===== src/hw/tsf_pkg.sv =====
// Purpose: Shared constants for the terminal status flags block.
// Assumes: 16-bit status word, 125 MHz system clock.
// Notes:   Bit positions follow the master status and reset word.
package tsf_pkg;

  // ---------------------------------------------------------------------------
  // Status word bit positions
  // ---------------------------------------------------------------------------
  localparam int unsigned REG_W = 16; // Width of the status word.
  localparam int unsigned BIT_READY = 15; // Host access ready.
  localparam int unsigned BIT_AUTO_INIT_ENABLE_PIN = 13; // Captured auto-init strap.
  localparam int unsigned BIT_MON_RST = 12; // Monitor soft reset request.
  localparam int unsigned BIT_TERM_RST = 10; // Terminal soft reset request.
  localparam int unsigned BIT_MON_MSG = 7; // Monitor message in progress.
  localparam int unsigned BIT_MON_PKT = 6; // Monitor packet in progress.
  localparam int unsigned BIT_TERM_MSG = 4; // Terminal message in progress.
  localparam int unsigned BIT_TERM_INH = 2; // Terminal bus inhibited.
  localparam int unsigned BIT_CKSUM = 1; // EEPROM checksum error.
  localparam int unsigned BIT_RAM_INIT_FAIL = 0; // RAM init mismatch.

  // ---------------------------------------------------------------------------
  // Hardware pending interrupt bits fed by the error flags
  // ---------------------------------------------------------------------------
  localparam int unsigned HWP_CKSUM = 14; // Pending bit for checksum error.
  localparam int unsigned HWP_RAM_INIT_FAIL = 13; // Pending bit for RAM mismatch.

  // ---------------------------------------------------------------------------
  // Reset values and timing
  // ---------------------------------------------------------------------------
  localparam logic [15:0] STATUS_RST = 16'h0000; // Every flag low after reset.
  localparam int unsigned CLK_PERIOD_PS = 8000; // 125 MHz clock period.
  localparam int unsigned SOFT_RST_NS = 1000; // Least soft reset duration.
  localparam int unsigned SOFT_RST_CYC =
    (SOFT_RST_NS * 1000 + CLK_PERIOD_PS - 1) / CLK_PERIOD_PS; // Rounded up.
  localparam int unsigned CNT_W = 8; // Width of the soft reset counter.

  // Soft reset sequencer states.
  typedef enum logic [0:0] {SR_IDLE, SR_BUSY} tsf_sr_e;

  // Strap capture states.
  typedef enum logic [0:0] {CAP_WAIT, CAP_DONE} tsf_cap_e;

endpackage : tsf_pkg


===== src/hw/tsf_soft_rst.sv =====
// Purpose: Timed soft reset sequencer with self-clearing request bit.
// Assumes: Request is a one-cycle pulse taken only while idle.
// Notes:   Busy stays high for a fixed number of cycles, then done pulses.
`timescale 1ns/100ps
module tsf_soft_rst (
  input wire logic clk,
  input wire logic rst,
  input wire logic start,
  output logic busy,
  output logic done
);

  // ---------------------------------------------------------------------------
  // State
  // ---------------------------------------------------------------------------
  tsf_pkg::tsf_sr_e state_q; // Sequencer state.
  tsf_pkg::tsf_sr_e state_d; // Next sequencer state.
  logic [tsf_pkg::CNT_W-1:0] cnt_q; // Cycles left in the reset.
  logic [tsf_pkg::CNT_W-1:0] cnt_d; // Next count.
  logic done_q; // Completion pulse register.
  logic done_d; // Next completion pulse.

  // Next-state logic; a fixed count stands in for the reset actions.
  always_comb
  begin
    state_d = state_q;
    cnt_d = cnt_q;
    done_d = 1'b0;
    unique case (state_q)
      tsf_pkg::SR_IDLE:
      begin
        if (start)
        begin
          state_d = tsf_pkg::SR_BUSY;
          cnt_d = tsf_pkg::CNT_W'(tsf_pkg::SOFT_RST_CYC - 1);
        end
      end
      tsf_pkg::SR_BUSY:
      begin
        if (cnt_q == '0)
        begin
          // Completion self-clears the request bit.
          state_d = tsf_pkg::SR_IDLE;
          done_d = 1'b1;
        end
        else
        begin
          cnt_d = cnt_q - 1'b1;
        end
      end
    endcase
  end

  // Registers only.
  always_ff @(posedge clk or posedge rst)
  begin
    if (rst)
    begin
      state_q <= tsf_pkg::SR_IDLE;
      cnt_q <= '0;
      done_q <= 1'b0;
    end
    else
    begin
      state_q <= state_d;
      cnt_q <= cnt_d;
      done_q <= done_d;
    end
  end

  assign busy = (state_q == tsf_pkg::SR_BUSY);
  assign done = done_q;

endmodule : tsf_soft_rst


===== src/hw/tsf_status.sv =====
// Purpose: Status flags of the master status and reset word plus its reset bits.
// Assumes: Event inputs are one-cycle pulses synchronous to clk; rst is the
//          master reset pin, asynchronous and active high.
// Notes:   The host port engine presents word reads and writes to this block.
`timescale 1ns/100ps

module tsf_status (
  input wire logic clk,
  input wire logic rst,
  input wire logic auto_init_enable_pin,
  input wire logic reg_wr,
  input wire logic [15:0] reg_wdata,
  input wire logic mon_cmd_valid,
  input wire logic mon_msg_done,
  input wire logic mon_pkt_start,
  input wire logic mon_pkt_done,
  input wire logic term_cmd_valid,
  input wire logic term_msg_done,
  input wire logic term_shutdown_cmd,
  input wire logic term_shutdown_bus,
  input wire logic term_override_cmd,
  input wire logic ee_checksum_fail,
  input wire logic ee_ram_mismatch,
  output logic [15:0] status_word,
  output logic ready,
  output logic bit_word_shut_bus,
  output logic hwp_checksum_set,
  output logic hwp_ram_init_set,
  output logic terminal_soft_reset_busy,
  output logic monitor_soft_reset_busy
);

  // ---------------------------------------------------------------------------
  // Strap capture
  // ---------------------------------------------------------------------------
  tsf_pkg::tsf_cap_e cap_q; // Has the strap been caught since reset.
  tsf_pkg::tsf_cap_e cap_d; // Next capture state.
  logic auto_init_enable_pin_q; // Captured auto-init strap.
  logic auto_init_enable_pin_d; // Next captured strap.

  // The strap is taken on the first edge after release, never by the reset.
  always_comb
  begin
    cap_d = cap_q;
    auto_init_enable_pin_d = auto_init_enable_pin_q;
    unique case (cap_q)
      tsf_pkg::CAP_WAIT:
      begin
        cap_d = tsf_pkg::CAP_DONE;
        auto_init_enable_pin_d = auto_init_enable_pin;
      end
      tsf_pkg::CAP_DONE:
      begin
        auto_init_enable_pin_d = auto_init_enable_pin_q;
      end
    endcase
  end

  // Registers only.
  always_ff @(posedge clk or posedge rst)
  begin
    if (rst)
    begin
      cap_q <= tsf_pkg::CAP_WAIT;
      auto_init_enable_pin_q <= 1'b0;
    end
    else
    begin
      cap_q <= cap_d;
      auto_init_enable_pin_q <= auto_init_enable_pin_d;
    end
  end

  // ---------------------------------------------------------------------------
  // Soft reset sequencers
  // ---------------------------------------------------------------------------
  logic term_rst_busy; // Terminal soft reset underway.
  logic term_rst_done; // Terminal soft reset finished this cycle.
  logic mon_rst_busy; // Monitor soft reset underway.
  logic mon_rst_done; // Monitor soft reset finished this cycle.
  logic wr_ok; // Host writes land only while access is open.
  logic term_rst_req; // Host asks for a terminal soft reset.
  logic mon_rst_req; // Host asks for a monitor soft reset.
  logic ready_q; // Host access open.
  logic ready_d; // Next host access state.

  // Writes during a soft reset are locked out, as is host access in general.
  assign wr_ok = reg_wr && ready_q;
  assign term_rst_req = wr_ok && reg_wdata[tsf_pkg::BIT_TERM_RST];
  assign mon_rst_req = wr_ok && reg_wdata[tsf_pkg::BIT_MON_RST];

  // Terminal reset: clears terminal state and shutdown.
  tsf_soft_rst u_term_rst (
    .clk(clk),
    .rst(rst),
    .start(term_rst_req),
    .busy(term_rst_busy),
    .done(term_rst_done)
  );

  // Monitor reset: clears monitor state.
  tsf_soft_rst u_mon_rst (
    .clk(clk),
    .rst(rst),
    .start(mon_rst_req),
    .busy(mon_rst_busy),
    .done(mon_rst_done)
  );

  // ---------------------------------------------------------------------------
  // Flags
  // ---------------------------------------------------------------------------
  logic mon_msg_q, mon_msg_d; // Monitor message in progress.
  logic mon_pkt_q, mon_pkt_d; // Monitor packet in progress.
  logic term_msg_q, term_msg_d; // Terminal message in progress.
  logic inh_q, inh_d; // Terminal bus inhibited.
  logic shut_bus_q, shut_bus_d; // Which bus was shut down.
  logic cksum_q, cksum_d; // Checksum error, sticky until master reset.
  logic ram_init_fail_q, ram_init_fail_d; // RAM mismatch, sticky until master reset.
  logic hwp_ck_q, hwp_ck_d; // Pending-register set pulse, checksum.
  logic hwp_ram_q, hwp_ram_d; // Pending-register set pulse, RAM mismatch.
  logic trb_q, trb_d; // Registered terminal reset busy.
  logic mrb_q, mrb_d; // Registered monitor reset busy.
  logic [15:0] stat_q, stat_d; // Readable status word.
  logic term_clr; // Terminal soft reset start clears terminal state.
  logic mon_clr; // Monitor soft reset start clears monitor state.

  assign term_clr = term_rst_req;
  assign mon_clr = mon_rst_req;

  // Flag next values; a set in the same cycle as a clear wins.
  always_comb
  begin
    // Message flags: command sets, completion or soft reset clears.
    mon_msg_d = mon_cmd_valid || (mon_msg_q && !mon_msg_done && !mon_clr);
    mon_pkt_d = mon_pkt_start || (mon_pkt_q && !mon_pkt_done && !mon_clr);
    term_msg_d = term_cmd_valid || (term_msg_q && !term_msg_done && !term_clr);
    // Shutdown holds the flag; override or terminal soft reset ends it.
    inh_d = term_shutdown_cmd || (inh_q && !term_override_cmd && !term_clr);
    // The shut-down bus is remembered for the BIT word.
    shut_bus_d = term_shutdown_cmd ? term_shutdown_bus : shut_bus_q;
    // Errors count only when auto-init was strapped on.
    cksum_d = cksum_q || (ee_checksum_fail && auto_init_enable_pin_q);
    ram_init_fail_d = ram_init_fail_q || (ee_ram_mismatch && auto_init_enable_pin_q);
    hwp_ck_d = ee_checksum_fail && auto_init_enable_pin_q;
    hwp_ram_d = ee_ram_mismatch && auto_init_enable_pin_q;
    trb_d = term_rst_busy || term_rst_req;
    mrb_d = mon_rst_busy || mon_rst_req;
    // Access reopens once both soft resets have finished.
    ready_d = !(trb_d || mrb_d) || ((term_rst_done || !term_rst_busy)
              && (mon_rst_done || !mon_rst_busy) && !term_rst_req && !mon_rst_req);
    // Assemble the word; unused bits stay zero and writes reach flags only through the soft reset bits.
    stat_d = tsf_pkg::STATUS_RST;
    stat_d[tsf_pkg::BIT_READY] = ready_d;
    stat_d[tsf_pkg::BIT_AUTO_INIT_ENABLE_PIN] = auto_init_enable_pin_d;
    stat_d[tsf_pkg::BIT_MON_RST] = mrb_d && !mon_rst_done;
    stat_d[tsf_pkg::BIT_TERM_RST] = trb_d && !term_rst_done;
    stat_d[tsf_pkg::BIT_MON_MSG] = mon_msg_d;
    stat_d[tsf_pkg::BIT_MON_PKT] = mon_pkt_d;
    stat_d[tsf_pkg::BIT_TERM_MSG] = term_msg_d;
    stat_d[tsf_pkg::BIT_TERM_INH] = inh_d;
    stat_d[tsf_pkg::BIT_CKSUM] = cksum_d;
    stat_d[tsf_pkg::BIT_RAM_INIT_FAIL] = ram_init_fail_d;
  end

  // Registers only; master reset clears every flag.
  always_ff @(posedge clk or posedge rst)
  begin
    if (rst)
    begin
      mon_msg_q <= 1'b0;
      mon_pkt_q <= 1'b0;
      term_msg_q <= 1'b0;
      inh_q <= 1'b0;
      shut_bus_q <= 1'b0;
      cksum_q <= 1'b0;
      ram_init_fail_q <= 1'b0;
      hwp_ck_q <= 1'b0;
      hwp_ram_q <= 1'b0;
      ready_q <= 1'b0;
      trb_q <= 1'b0;
      mrb_q <= 1'b0;
      stat_q <= tsf_pkg::STATUS_RST;
    end
    else
    begin
      mon_msg_q <= mon_msg_d;
      mon_pkt_q <= mon_pkt_d;
      term_msg_q <= term_msg_d;
      inh_q <= inh_d;
      shut_bus_q <= shut_bus_d;
      cksum_q <= cksum_d;
      ram_init_fail_q <= ram_init_fail_d;
      hwp_ck_q <= hwp_ck_d;
      hwp_ram_q <= hwp_ram_d;
      ready_q <= ready_d;
      trb_q <= trb_d && !term_rst_done;
      mrb_q <= mrb_d && !mon_rst_done;
      stat_q <= stat_d;
    end
  end

  // ---------------------------------------------------------------------------
  // Outputs, all straight from flip-flops
  // ---------------------------------------------------------------------------
  assign status_word = stat_q;
  assign ready = ready_q;
  assign bit_word_shut_bus = shut_bus_q;
  assign hwp_checksum_set = hwp_ck_q;
  assign hwp_ram_init_set = hwp_ram_q;
  assign terminal_soft_reset_busy = trb_q;
  assign monitor_soft_reset_busy = mrb_q;

endmodule : tsf_status


===== config.mk =====
export PLATFORM = sky130hd
export DESIGN_NAME = tsf_status
export DESIGN_NICKNAME = d
export VERILOG_FILES = /design/src/hw/tsf_pkg.sv /design/src/hw/tsf_soft_rst.sv /design/src/hw/tsf_status.sv
export SDC_FILE = /design/constraint.sdc
export NUM_CORES = 1
export LEC_CHECK = 0
export ABC_AREA = 1
export BUFFER_PORTS_ARGS = -buffer_cell sky130_fd_sc_hd__buf_4
export CORE_UTILIZATION = 52
export DETAILED_ROUTE_END_ITERATION = 10
export GPL_ROUTABILITY_DRIVEN = 1
export HOLD_SLACK_MARGIN = 0.03
export PLACE_DENSITY = 0.82
export SYNTH_ARGS = -nofsm -noshare
export SYNTH_HDL_FRONTEND = slang
export SYNTH_HIERARCHICAL = 1
export SYNTH_SLANG_ARGS = --single-unit

===== constraint.sdc =====
create_clock -name clk -period 1.7 [get_ports clk]
set_input_delay 0.425 -clock clk [delete_from_list [all_inputs] [get_ports clk]]
set_output_delay 0.425 -clock clk [all_outputs]
set_load 0.05 [all_outputs]

After elaboration in Yosys (flattened, before gate mapping). Index checks and enable logic that the tools add are counted.

Add/sub/neg operators: 2. Multipliers: 0. Div/mod/pow operators: 0. Order comparisons: 0. Equality and inequality tests: 4. Shifts and indexed selects: 0. Multiplexer cells: 17. Bitwise gates (word level): 3. Reduce and logical (&&, ||, !) cells: 45.

Operator list (number): 2-to-1 mux 8 bit (4); one-hot mux 8 bit (2 select lines) (2); logical AND 1 bit (18); zero test 8 bit (2); subtractor 8 x 1 -> 8 bit, second input constant (2); logical OR 1 bit (12); zero test 1 bit (11); 2-to-1 mux 1 bit (8); inequality test 2 bit, second input constant (4); one-hot mux 1 bit (2 select lines) (3); AND reduction 2 bit (2); NOT 1 bit (3).

Register bits after elaboration: 44. Latch bits: 0. Memory bits (writable): 0. Bits in read-only memories: 0. Bits of input ports: 31. Output and inout bits: 22. Word-level logic and storage cells: 92. Memories: 0.

Longest topological paths before layout.
Depth in word-level cells: 6. Gate-level depth with buffers: 10. Mapped depth without buffers: 10.

Cells and area by module. Netlist, hierarchy kept.

Modules (own cells, without submodules): tsf_soft_rst (instances 2, cells each 76, area an instance 641.9 µm², sequential area each 250.2 µm²); tsf_status (instances 1, cells each 71, area an instance 665.6 µm², sequential area each 350.3 µm²).

Worst setup path before layout. No wires, ideal clock.

Path type: register to register. Start point: register, netlist name status_word[15]. End point: register u_mon_rst/cnt_q[3] (netlist bit). Setup time: 119 ps. Arrival time: 1371 ps. Slack: 209 ps. Stages on the path, launching flop included: 8. Buffers on the path: 0. Clock period less this slack: 1491 ps. Cells stage by stage: dfrtp_1 nand3_2 inv_1 nor2_1 nor2_4 clkinv_1 nand2_1 nand2_1.

RTL lines: end signal: assignment (line tsf_soft_rst.sv:66) `cnt_q <= cnt_d;`; end: declaration (line tsf_soft_rst.sv:18) `logic [tsf_pkg::CNT_W-1:0] cnt_q;`.

Worst setup path after layout.
Start point: register u_mon_rst/cnt_q[1] (netlist bit). End point: register u_mon_rst/cnt_q[3] (netlist bit).

Longest elaborated chain between the ends: 3.

Ends and longest elaborated chain (line): subtractor 8 x 1 -> 8 bit / zero test 8 bit (equally long branches) (tsf_soft_rst.sv:48, tsf_soft_rst.sv:40); 2-to-1 mux 8 bit / inequality test 2 bit (equally long branches); one-hot mux 8 bit (2 select lines) / AND reduction 2 bit (equally long branches).

Several ways; a longest one is shown, not always the timed one. The select of a mux whose other input is x is not followed. A chain may end at the register's enable or synchronous reset.

==> reports/results.ini <==
[run_status]
status=completed

[detailed_routing]
drtPass1Iterations=4
wl_met3_um=187
drt_iter0_markers=56
route.met2.wl_mm=1.57
wl_met1_mm=1.52
detail-route-antenna-nets=0
routed_wl_mm=3.32
remaining_drc_errors=0
highest_layer=met4
vias=1449
vias_per_cell=4.85
wire_per_inst_um=11.1

[synthesis]
syn_area_um2=1950
synthCells=223
yosys_warnings=6
ys_ff_latch=34
synthDistinctLibCells=25
synth_edf_count=0
syn_avg_cell_area_um2=8.74
yosysSeqAreaShare_pct=43.6
synthArstFlopShare_pct=100
ys.flop_type=dfrtp_1

[clock_network]
cts_setup_buffers=0
clock_latency_ns=0.27
cts.repair.resized=0
hold_buffers=0
cts_tree=yes
htreeDepth=2
clkTransAtPathRegs_ns=0.07
clockBufferDepth=2
root_buffer=clkbuf_8
cts-buffers-inserted=5
clock-sinks=34

[worst_setup_path]
r2r_slack_ns=0.26
crit_path_end_kind=flip-flop
crit_fanout=5
timing.rr.start=u_mon_rst/cnt_q[1]
crit_required_ns=1.86
r2r_cells=10
arrival_ns=1.60
criticalPathCategory=reg2reg
r2r-end=u_mon_rst/cnt_q[3]
critPathLaunchType=flip-flop

[placement]
io_buffers=32
place_ws_ns=0.270
dpl.hpwl_mm=2.58
place_congestion=0.816
dp.cells=292

[final_layout]
layout-drive-gt1-share_pct=30.0
layout_common_cells=48 x nand2_1, 38 x buf_4, 36 x inv_1, 34 x dfrtp_1, 13 x nor2_1
final_nets=288
diodes=0
fin_cells=299
final_common_cell=nand2_1
area_delta_synth_final_pct=13.7

[grt]
grt_pass1_wl_mm=6.10
antenna_found_initial=0
grt_max_degree=15
grt_remaining_overflow=0
grt_pass1_vias=1425
track_usage_pct=19.7

[floorplan]
start_util_pct=56.2
row_count=21
dieArea_um2=4000
die_w_um=63.2
pin_count=53
coreArea_um2=3470
fp.dieH_um=63.2

[timing]
slew_violations=0
fin_tns_setup_ns=0
finalCritPeriodShare_pct=84.9
finalSetupViolCount=0
hold_violations=0
final.min_clock_period_ns=1.44
rsz0062_at_grt=false
fin_skew_ns=0.00353
worst_slack_ns=0.257
max_freq_mhz=693

[pwr]
p_total_mw=4.00
leakagePower_nw=1.16
ir_drop_v=0.000875
powerDensity_nw_per_um2=1810

[flow_run]
drv_cap=0

[worst_hold_path]
min_path_type=in2async

## worst max-delay path, cell delays in order (launching register included)
cell and delay, ns:
dfrtp_1 0.35, inv_1 0.08, ha_1 0.19, nand2_2 0.05
inv_1 0.05, nand2_2 0.08, nor2_4 0.05, nor2_4 0.14
clkinv_1 0.18, nand2_1 0.09, nand2_1 0.06
## cells in the mapped netlist, types with 4 or more instances
cell type / number / area share [%]
dfrtp_1: 34 / 44
nor2_4: 8 / 4.6
nand3b_1: 4 / 1.5
o21ai_0: 9 / 2.3
nand4_1: 4 / 1.3
ha_1: 4 / 2.6
nand2_1: 48 / 9.2
nand2_2: 6 / 1.9
inv_1: 36 / 6.9
nand3_1: 9 / 2.3
buf_4: 16 / 6.2
nor2_1: 13 / 2.5
o21ai_2: 8 / 3.6
xnor2_1: 4 / 1.8
## routing by layer
layer | up-vias | GRT usage (%)
met1 | 673 | 24.2
met3 | 4 | 5.98
met2 | 50 | 32.4
met5 | - | 0
li1 | 722 | -
met4 | 0 | 7.10
## state kept, by name, indices dropped and copies added, names as in the netlist
signal	cells
status_word	10
u_mon_rst/cnt_q	8
u_term_rst/cnt_q	8
bit_word_shut_bus	1
cap_q	1
hwp_checksum_set	1
hwp_ram_init_set	1
u_mon_rst/busy	1
u_mon_rst/done	1
u_term_rst/busy	1
u_term_rst/done	1
## kinds of logic after synthesis
logic type / synth area share [%]
AND/OR/NAND/NOR: 27.5
buffers and inverters: 16.2
flip-flops: 43.6
AO/OA/AOI/OAI: 7.89
XOR/XNOR: 1.80
adder cells (fa/ha/maj): 2.57
other: 0.385
## stage by stage
step                utilization [%]  instance area [µm²]  hold slack, ns
floorplan                         -                 1970           0.265
global placement               61.7                 2140           0.410
detailed placement             61.7                 2140           0.418
CTS                            63.9                 2220           0.149
global route                   63.9                 2220           0.174
finish                         63.9                 2220           0.148
## layout make-up
| class | instances | area, µm² |
|---|---|---|
| clock buffer | 5 | 68.8 |
| clock inverter | 2 | 10.0 |
| fill | 306 | 1250 |
| inverter | 38 | 143 |
| multi-input combinational | 136 | 802 |
| sequential | 34 | 851 |
| tap | 46 | 57.6 |
| timing repair buffer | 38 | 285 |
## worst max path at each step
stage / end / cells after the start / slack (ns) / start
finish: u_mon_rst/cnt_q[3] / 10 / 0.26 / u_mon_rst/cnt_q[1]
CTS: u_term_rst/cnt_q[0] / 10 / 0.27 / u_term_rst/cnt_q[1]
global placement: u_mon_rst/cnt_q[3] / 8 / 0.27 / reg_wr
floorplan: u_mon_rst/cnt_q[3] / 7 / 0.21 / status_word[15]
detailed placement: u_mon_rst/cnt_q[3] / 8 / 0.27 / reg_wr
global route: u_mon_rst/cnt_q[3] / 10 / 0.10 / u_mon_rst/cnt_q[1]
## power breakdown
part           internal, mW  leakage (nW)  switching (mW)
registers              1.08         0.395           0.337
logic                 0.795         0.725            1.26
clock network         0.274        0.0438           0.266
Power figures use the tool's default switching activity.
